[src/logic/btad_pkg.sv]
// Purpose: Shared constants and types for the bus timeout and address decode block
// Assumes: 125 MHz board clock, 32-bit processor addresses
// Notes:   Every map boundary and timing figure lives here once, except the local device page list decoded in btad_core
`default_nettype none
package btad_pkg;
   // Clock rate
   localparam int unsigned CLK_MHZ           = 125;
   // Local bus timeout choices in microseconds
   localparam int unsigned LTO_8_US          = 8;
   localparam int unsigned LTO_64_US         = 64;
   localparam int unsigned LTO_256_US        = 256;
   // Times in cycles, microseconds times clock MHz, with no rounding or floor
   localparam int unsigned LTO_8_CYC         = LTO_8_US * CLK_MHZ;
   localparam int unsigned LTO_64_CYC        = LTO_64_US * CLK_MHZ;
   localparam int unsigned LTO_256_CYC       = LTO_256_US * CLK_MHZ;
   // Map boundaries
   localparam logic [31:0] DRAM_BASE         = 32'h0000_0000;
   localparam logic [31:0] FLASH_BASE        = 32'hFF80_0000;
   localparam logic [31:0] FLASH_SIZE_DEF    = 32'h0040_0000;
   localparam logic [31:0] UNDEC_LO          = 32'hFFC0_0000;
   localparam logic [31:0] UNDEC_HI          = 32'hFFEF_FFFF;
   localparam logic [31:0] LDEV_LO           = 32'hFFF0_0000;
   localparam logic [31:0] LCL_REG_LO        = 32'hFFF4_0000;
   localparam logic [31:0] LCL_REG_HI        = 32'hFFF4_00FF;
   localparam logic [31:0] GLB_REG_LO        = 32'hFFF4_0100;
   localparam logic [31:0] GLB_REG_HI        = 32'hFFF4_01FF;
   localparam logic [31:0] BOOT_ROM_BASE     = 32'hFFF8_0000;
   localparam logic [31:0] BOOT_ROM_MASK     = 32'h0003_FFFF;
   // Overlay control bit position in the word at address zero
   localparam int unsigned OVL_BIT           = 15;
   // Local timeout select codes
   localparam logic [1:0]  LTO_SEL_8         = 2'h0;
   localparam logic [1:0]  LTO_SEL_64        = 2'h1;
   localparam logic [1:0]  LTO_SEL_256       = 2'h2;
   localparam logic [1:0]  LTO_SEL_INF       = 2'h3;
   // Transfer sizes
   localparam logic [1:0]  SZ_8              = 2'h0;
   localparam logic [1:0]  SZ_16             = 2'h1;
   localparam logic [1:0]  SZ_32             = 2'h2;
   localparam logic [1:0]  SZ_64             = 2'h3;

   // Decoded target of a cycle
   typedef enum logic [2:0] {
      TGT_DRAM, TGT_VME, TGT_FLASH, TGT_UNDEC, TGT_LOCAL, TGT_RSVD, TGT_BOOT
   } btad_tgt_e;

   // Cycle request from the processor bus
   typedef struct packed {
      logic        start;   // First cycle of a data bus tenure
      logic [31:0] addr;    // Byte address
      logic [1:0]  size;    // Transfer size code
      logic        write;   // Write when high
   } btad_req_s;

   // Decode result
   typedef struct packed {
      btad_tgt_e   tgt;     // Target region
      logic        to_lpb;  // Cycle forwarded to the local peripheral bus
      logic [1:0]  port;    // Port width code
   } btad_dec_s;
endpackage
`default_nettype wire

[src/logic/btad_core.sv]
// Purpose: Address decode and bus cycle timeout supervision for the processor bus
// Assumes: Processor bus strobes arrive from outside and are synchronised here; address, size, write and data are used directly
// Notes:   One clock; the long local timeout counts are top-level parameters
`default_nettype none
module btad_core
   import btad_pkg::*;
#(
   parameter int unsigned PTO_W        = 16,          // Processor timer period width
   parameter int unsigned LTO_CYC_8    = LTO_8_CYC,   // 8 us in cycles
   parameter int unsigned LTO_CYC_64   = LTO_64_CYC,  // 64 us in cycles
   parameter int unsigned LTO_CYC_256  = LTO_256_CYC  // 256 us in cycles
) (
   input  wire logic              clk_i,               // Board clock
   input  wire logic              rst_n_i,             // Local bus reset, active low
   input  wire logic              data_bus_busy_n_i,   // Bus tenure active, low
   input  wire logic              transfer_ack_n_i,    // Cycle acknowledged, low
   input  wire logic              transfer_retry_n_i,  // Cycle retried, low
   input  wire logic              err_ext_n_i,         // Error ack from another source, low
   input  wire logic [31:0]       addr_i,              // Cycle address
   input  wire logic [1:0]        size_i,              // Transfer size code
   input  wire logic              write_i,             // Write cycle
   input  wire logic [31:0]       wdata_i,             // Write data, overlay bit in 15
   input  wire logic              pto_en_i,            // Processor timer enable
   input  wire logic [PTO_W-1:0]  pto_period_i,        // Processor timeout in cycles
   input  wire logic              lto_en_i,            // Local timer enable
   input  wire logic [1:0]        lto_sel_i,           // Local timeout select
   input  wire logic [31:0]       dram_size_i,         // DRAM decoder size
   input  wire logic [31:0]       flash_size_i,        // Flash decoder size
   output var  btad_pkg::btad_dec_s dec_o,             // Decode of current cycle
   output logic                   transfer_error_ack_n_o, // Error ack, low
   output logic                   boot_overlay_o,      // Boot ROM overlays zero
   output logic                   pto_busy_o,          // Processor timer counting
   output logic                   lto_busy_o           // Local timer counting
);
   import btad_pkg::*;

   // Refuse widths and counts that the timers cannot serve
   if (PTO_W < 2 || PTO_W > 32 || LTO_CYC_8 < 1 || LTO_CYC_64 < 1 || LTO_CYC_256 < 1) begin
      $error("btad_core: bad parameter");
   end

   // Whole module state in one struct
   typedef struct packed {
      logic [2:0]  bsy_s;    // Busy synchroniser plus previous
      logic [1:0]  ack_s;    // Ack synchroniser
      logic [1:0]  rty_s;    // Retry synchroniser
      logic [1:0]  tx_s;     // External error synchroniser
      logic        pto_run;  // Processor timer active
      logic [31:0] pto_cnt;  // Processor timer count
      logic        lto_run;  // Local timer active
      logic [31:0] lto_cnt;  // Local timer count
      logic        err_ack;  // Error ack driven
      logic        ovl;      // Boot overlay
      btad_dec_s   dec;      // Registered decode
   } btad_st_s;

   btad_st_s st_r, st_nxt;

   // Address decode, used for each new tenure
   function automatic btad_dec_s decode(input logic [31:0] a, input logic ovl,
                                        input logic [31:0] dsz, input logic [31:0] fsz);
      btad_dec_s d;
      d = '{tgt: TGT_VME, to_lpb: 1'b0, port: SZ_32};
      if (ovl && a <= BOOT_ROM_MASK) begin
         d = '{tgt: TGT_BOOT, to_lpb: 1'b1, port: SZ_32};
      end else if (a < dsz) begin
         d = '{tgt: TGT_DRAM, to_lpb: 1'b0, port: SZ_64};
      end else if (a >= FLASH_BASE && a < UNDEC_LO && (a - FLASH_BASE) < fsz) begin
         d = '{tgt: TGT_FLASH, to_lpb: 1'b0, port: SZ_32};
      end else if (a >= UNDEC_LO && a <= UNDEC_HI) begin
         d = '{tgt: TGT_UNDEC, to_lpb: 1'b1, port: SZ_32};
      end else if (a >= LDEV_LO) begin
         d = '{tgt: TGT_LOCAL, to_lpb: 1'b1, port: SZ_32};
         if (!known_local(a))
            d = '{tgt: TGT_RSVD, to_lpb: 1'b0, port: SZ_32};
      end
      return d;
   endfunction

   // Local device pages that answer
   function automatic logic known_local(input logic [31:0] a);
      logic [19:0] p;
      p = a[31:12];
      return (p == 20'hFFF00) || (p == 20'hFFF01) || (p == 20'hFFF40) || (p == 20'hFFF42)
          || (p == 20'hFFF44) || (p == 20'hFFF45) || (p == 20'hFFF46) || (p == 20'hFFF47)
          || (a[31:18] == BOOT_ROM_BASE[31:18]) || (a[31:16] == 16'hFFFC);
   endfunction

   // Selected local timeout length
   function automatic logic [31:0] lto_limit(input logic [1:0] s);
      case (s)
         LTO_SEL_8:   return 32'(LTO_CYC_8);
         LTO_SEL_64:  return 32'(LTO_CYC_64);
         LTO_SEL_256: return 32'(LTO_CYC_256);
         default:     return 32'hFFFF_FFFF;
      endcase
   endfunction

   logic        busy;       // Synchronised tenure level
   logic        start;      // First cycle of a tenure
   logic        term_in;    // Outside termination seen
   logic        narrow_lw;  // Narrow local register write
   btad_dec_s   cur;        // Decode of the present address

   // Next state
   always_comb begin
      st_nxt       = st_r;
      st_nxt.bsy_s = {st_r.bsy_s[1:0], ~data_bus_busy_n_i};
      st_nxt.ack_s = {st_r.ack_s[0], ~transfer_ack_n_i};
      st_nxt.rty_s = {st_r.rty_s[0], ~transfer_retry_n_i};
      st_nxt.tx_s  = {st_r.tx_s[0], ~err_ext_n_i};
      busy         = st_r.bsy_s[1];
      start        = st_r.bsy_s[1] && !st_r.bsy_s[2];
      term_in      = st_r.ack_s[1] || st_r.rty_s[1] || st_r.tx_s[1];
      cur          = decode(addr_i, st_r.ovl, dram_size_i, flash_size_i);
      narrow_lw    = write_i && (size_i == SZ_8 || size_i == SZ_16)
                     && addr_i >= LCL_REG_LO && addr_i <= LCL_REG_HI;
      st_nxt.err_ack = 1'b0;
      if (start) begin
         st_nxt.dec     = cur;
         // Timers rearm from zero for each tenure
         st_nxt.pto_cnt = '0;
         st_nxt.lto_cnt = '0;
         st_nxt.pto_run = pto_en_i && !cur.to_lpb;
         st_nxt.lto_run = lto_en_i && cur.to_lpb && lto_sel_i != LTO_SEL_INF;
         st_nxt.err_ack = narrow_lw;
         if (narrow_lw) begin
            st_nxt.pto_run = 1'b0;
            st_nxt.lto_run = 1'b0;
         end
         // Overlay clears on a write at zero with bit 15 low
         if (st_r.ovl && write_i && addr_i == DRAM_BASE && !wdata_i[OVL_BIT])
            st_nxt.ovl = 1'b0;
      end else if (!busy || term_in) begin
         st_nxt.pto_run = 1'b0;
         st_nxt.lto_run = 1'b0;
         st_nxt.pto_cnt = '0;
         st_nxt.lto_cnt = '0;
      end else begin
         if (st_r.pto_run) begin
            st_nxt.pto_cnt = st_r.pto_cnt + 32'h1;
            if (st_r.pto_cnt + 32'h1 >= 32'(pto_period_i)) begin
               st_nxt.err_ack = 1'b1;
               st_nxt.pto_run = 1'b0;
            end
         end
         if (st_r.lto_run) begin
            st_nxt.lto_cnt = st_r.lto_cnt + 32'h1;
            if (st_r.lto_cnt + 32'h1 >= lto_limit(lto_sel_i)) begin
               st_nxt.err_ack = 1'b1;
               st_nxt.lto_run = 1'b0;
            end
         end
      end
   end

   // State register
   always_ff @(posedge clk_i or negedge rst_n_i) begin
      if (!rst_n_i) begin
         st_r     <= '0;
         st_r.ovl <= 1'b1;
         st_r.dec <= '{tgt: TGT_VME, to_lpb: 1'b0, port: SZ_32};
      end else begin
         st_r <= st_nxt;
      end
   end

   assign dec_o                  = st_r.dec;
   assign transfer_error_ack_n_o = ~st_r.err_ack;
   assign boot_overlay_o         = st_r.ovl;
   assign pto_busy_o             = st_r.pto_run;
   assign lto_busy_o             = st_r.lto_run;
endmodule
`default_nettype wire

[config.mk]
export PLATFORM = sky130hd
export DESIGN_NAME = btad_core
export DESIGN_NICKNAME = d
export VERILOG_FILES = /design/src/logic/btad_pkg.sv /design/src/logic/btad_core.sv
export SDC_FILE = /design/constraint.sdc
export NUM_CORES = 1
export LEC_CHECK = 0
export ABC_AREA = 1
export BUFFER_PORTS_ARGS = -buffer_cell sky130_fd_sc_hd__buf_2
export CAP_MARGIN = 20
export CORE_UTILIZATION = 55
export CTS_BUF_LIST = sky130_fd_sc_hd__clkbuf_16
export DETAILED_ROUTE_END_ITERATION = 8
export PLACE_DENSITY = 0.8
export SKIP_CTS_REPAIR_TIMING = 1
export SYNTH_ARGS = -nofsm -noshare
export SYNTH_HDL_FRONTEND = slang
export SYNTH_SLANG_ARGS = --single-unit
[constraint.sdc]
create_clock -name clk_i -period 3.8 [get_ports clk_i]
set_input_delay 0.76 -clock clk_i [delete_from_list [all_inputs] [get_ports clk_i]]
set_output_delay 0.76 -clock clk_i [all_outputs]
set_load 0.05 [all_outputs]
Word-level counts from Yosys, hierarchy flattened
Index checks and enable logic that the tools add are counted.
{ "totals": {"reg_bits": 83, "inputBits": 157, "out_inout_bits": 10, "elab_cells": 106} }
{ "op_classes": {"addsub": 3, "order_cmp": 12, "eq_ne": 14, "muxes": 22, "n_bitwise": 5, "n_reduce_logical": 37} }
{ "ops": {"columns": ["cell", "count"], "rows": [
  ["$eq 20x20->1 const B", 8],
  ["$ge 32x32->1 const B", 4],
  ["$mux 32", 3],
  ["$pmux 32 s3", 1],
  ["$mux 67", 1],
  ["$mux 66", 1],
  ["$add 32x1->32 const B", 2],
  ["$le 32x32->1 const B", 2],
  ["$lt 32x32->1", 2],
  ["$mux 34", 1],
  ["$mux 33", 1],
  ["$ge 32x16->1", 1],
  ["$ge 32x32->1", 1],
  ["$le 32x18->1 const B", 1],
  ["$logic_not 32->1", 1],
  ["$lt 32x32->1 const B", 1],
  ["$sub 32x32->32 const B", 1],
  ["$mux 6", 5],
  ["$eq 16x16->1 const B", 1],
  ["$eq 14x14->1 const B", 1],
  ["$logic_and 1x1->1", 14],
  ["$logic_or 1x1->1", 13],
  ["$mux 1", 8],
  ["$reduce_bool 3->1", 2],
  ["8 further kinds", 17]
]} }

Longest topological paths before layout
{ "depth": {"depth_word": 20, "depth_mapped": 23, "ltp_nobuf": 23} }

Worst setup path before layout
OpenSTA, ideal clock, no wires.
{ "synth_path": {"path_kind": "register to register", "startpoint": "register st_r[8] (netlist name)", "endpoint": "register st_r (netlist bit lto_busy_o)", "setup_ns": 0.065, "t_arrival_ns": 2.721, "t_required_ns": 3.735, "setup_slack_ns": 1.014, "path_stages_with_launch": 23, "n_path_buf": 0, "period_less_slack_ns": 2.786, "cell_sequence": "dfrtp_1 ha_1 nand2_1 nor2_4 nand2_2 nor2_2 nand2_1 nor2_2 nand2_2 nor2_2 nand3_1 inv_1 nand3_1 nand2_1 inv_1 ha_1 a21oi_1 o21ai_0 a21oi_1 a21boi_0 nand4_1 or2_2 nand2_1"} }
{ "synth_lines": {"columns": ["element", "line", "rtl"], "rows": [
  ["start: declaration", "btad_core.sv:57", "btad_st_s st_r, st_nxt;"],
  ["start signal: assignment", "btad_core.sv:164", "st_r <= st_nxt;"]
]} }

==> impl_metrics.env <==
export IMPL_finalSetupViolCount=0
export IMPL_p_clk_frac=0.417
export IMPL_async_flop_share=1.00
export IMPL_antenna_found_initial=1
export IMPL_syn_nets=1467
export IMPL_drtAntennaViolNets=0
export IMPL_htreeDepth=3
export IMPL_clk_path_buf_depth=2
export IMPL_status="completed"
export IMPL_vias=7983
export IMPL_pwr_density_cell_nw_per_um2=240
export IMPL_clk_latency_ns=0.35
export IMPL_num_nets_final=1599
export IMPL_dr_first_iter_drc_count=497
export IMPL_ff2ff_path_depth=23
export IMPL_endpoint_kind="register"
export IMPL_final_area_um2=9230
export IMPL_cp_slowest_cell="dfrtp_1"
export IMPL_p_switching_mw=0.601
export IMPL_grt_max_degree=34
export IMPL_syn_inst=1195
export IMPL_wirelength_um=19500
export IMPL_viasPerCell=5.28
export IMPL_cts_buffers=9
export IMPL_start_kind="register"
export IMPL_synth_edf_count=0
export IMPL_die_w_um=123
export IMPL_clkSlewWorstSetupHoldPaths_ns=0.06
export IMPL_crit_fanout=5
export IMPL_crit_chain="ha_1, nand2_1, nor2_4, nand2_2, nor2_2, nand2_1, nor2_2, nand2_2, nor2_2, nand3_1, inv_1, nand2_1, nand2_1, inv_1, ha_1, nand2_1, nor2_1, nor2_1, nand3_1, a21boi_0, nand4_1, or2_2, nand2_1"
export IMPL_route_detailed_drc=0
export IMPL_dp_hpwl_um=15900
export IMPL_hold_class="in2async"
export IMPL_ios=167
export IMPL_internal_power_mw=1.61
export IMPL_slew_violations=0
export IMPL_clock_fmax_ghz=0.301
export IMPL_coreArea_um2=14100
export IMPL_grt_pass1_vias=7617
export IMPL_finalWorstSetupSlack_ns=0.476
export IMPL_rows=43
export IMPL_seq_area_frac_synth=0.255
export IMPL_p_comb_frac=0.178
export IMPL_reg2reg_from="st_r[8]"
export IMPL_timing_final_crit_share=0.875
export IMPL_cp_common_cell="nand2_1"
export IMPL_synth_seq_cells=82
export IMPL_area_growth_syn_to_layout_pct=14.3
export IMPL_drive_gt1_frac=0.142
export IMPL_die_h_um=123
export IMPL_slew_headroom=0.358
export IMPL_ys_types=44
export IMPL_gp_congestion=0.948
export IMPL_cts_root_buf="clkbuf_16"
export IMPL_cts_sinks=82
export IMPL_hold_violations=0
export IMPL_syn_area_um2=8070
export IMPL_grt_overflow=0
export IMPL_worst_slew_pin_slew_ns=0.960
export IMPL_p_leak_nw=5.28
export IMPL_cp_required_ns=4.09
export IMPL_crit_arrival_ns=3.61
export IMPL_dieArea_um2=15200
export IMPL_rrSetupSlack_ns=0.48
export IMPL_crit_type="reg2reg"
export IMPL_placed_cell_area_um2=8910
export IMPL_grt_pass1_wl_um=33300
export IMPL_rsz0062_at_grt="false"
export IMPL_fin_tns_setup_ns=0
export IMPL_wl_per_cell_um=12.9
export IMPL_ir_worst_vdd_mv=0.201
export IMPL_synth_warning_count=0
export IMPL_maxCapViolations=0
export IMPL_syn_area_per_cell_um2=6.75
export IMPL_grt_usage=0.276
export IMPL_seqPwrFrac=0.405
export IMPL_r2r_end="lto_busy_o"
export IMPL_initial_core_util=0.573
export IMPL_io_buffers=133
export IMPL_synth_flop_cell="dfrtp_1"
export IMPL_critical_path_max_stage_delay_ns=0.44
export IMPL_p_sw_frac=0.272
export IMPL_cts_tree="yes"
export IMPL_dp_cells=1496
export IMPL_finalWorstPathRequiredPeriod_ns=3.32
export IMPL_fin_cells=1513
export IMPL_pre_cts_ws_ns=0.511
export IMPL_firstDrtPassIters=5
export IMPL_finClkSkew_ns=0.0122
==> metal layers <==
layer  share of wire  up-vias  routed length, um  GRT usage
li1                -     4107                  -          -
met1            0.45     3606               8740      0.338
met2            0.48      228               9330      0.484
met3           0.053       42               1040     0.0512
met4           0.022        0                422     0.0941
met5               0        -                  0          0
==> power groups by stage <==
stage	combinational [mW]	sequential [mW]	clock [mW]
6_report	0.393	0.897	0.923
5_1_grt	0.456	0.898	0.968
4_1_cts	0.397	0.897	0.933
3_5_place_dp	0.395	0.913	0
3_3_place_gp	0.380	0.912	0
2_1_floorplan	0.243	0.912	0
==> cells in the final DEF (no fill, tap or decap), types with 2 or more instances in the layout <==
master	n
nand3_1	54
nor4_1	8
a22o_1	3
or2_2	5
nand2_1	290
nor3_1	18
nor2_4	9
o22ai_1	29
nor2_1	113
nand2_2	5
clkinv_1	4
buf_4	4
inv_1	244
a21oi_1	56
xor2_1	29
nand2_4	3
nand4_1	25
a32o_1	5
clkbuf_16	9
ha_1	115
nor2_2	7
o21ai_0	52
bufinv_16	2
buf_2	132
o21a_1	4
dfrtp_1	80
a21boi_0	3
nand3_2	3
dfstp_2	2
==> kinds of logic (layout without fill, tap and decap cells) <==
kind of cell,count (synthesis),after routing,share of synthesized area
simple gates,545,545,0.295
xor+xnor,30,30,0.0326
flops,82,82,0.255
buf+inv,261,398,0.124
other cells,1,2,0.000465
compound gates,161,161,0.114
fa+ha+maj,115,115,0.178
==> worst max-delay path, delay by kind of cell (launching register included) <==
| kind | cells | cell delay, ns |
|---|---|---|
| buf+inv | 2 | 0.14 |
| flops | 1 | 0.44 |
| compound gates | 1 | 0.25 |
| simple gates | 18 | 1.92 |
| fa+ha+maj | 2 | 0.51 |
==> synth_stat cells (all sizes together) (4+ instances only) <==
master  count  area [um2]
nand2     298        1150
inv       244         916
nor2      129         569
ha        115        1440
dfrtp      80        2000
nand3      57         300
a21oi      56         280
o21ai      54         274
o22ai      29         181
xor2       29         254
nand4      25         156
nor3       18        90.1
nor4        9        56.3
buf         8        55.1
clkbuf      7        26.3
a32o        5        50.1
or2         5        31.3
o21a        4        30.0
==> worst max-delay path by stage <==
| stage | cells after the start | endpoint | start |
|---|---|---|---|
| 2_1_floorplan | 22 | lto_busy_o | st_r[8] |
| 3_3_place_gp | 12 | lto_busy_o | lto_sel_i[0] |
| 3_5_place_dp | 23 | lto_busy_o | st_r[8] |
| 4_1_cts | 23 | lto_busy_o | st_r[8] |
| 5_1_grt | 23 | lto_busy_o | st_r[8] |
| 6_report | 23 | lto_busy_o | st_r[8] |
==> state kept, by name, summed over array words and instances (netlist names) <==
name and count:
pto_busy_o 1, lto_busy_o 1, dec_o 5, st_nxt 4
st_r 69, boot_overlay_o 1, busy 1
==> area by class of cell <==
class                           count  area, um2
Tap cell                          180        225
Sequential cell                    82       2050
Clock inverter                      7       85.1
Multi-Input combinational cell    852       5020
Clock buffer                        9        225
Antenna cell                        1       2.50
Timing Repair Buffer              136        691
Fill cell                        1252       4870
Inverter                          246        923
==> per-stage QoR <==
step	utilization	hold slack, ns	total power, mW
after floorplan	-	0.331	1.15
after global placement	0.632	0.332	1.29
after detailed placement	0.632	0.336	1.31
after CTS	0.654	0.347	2.23
after global routing	0.654	0.349	2.32
final	0.654	0.330	2.21
No activity file was read; power rests on OpenSTA's default activity.
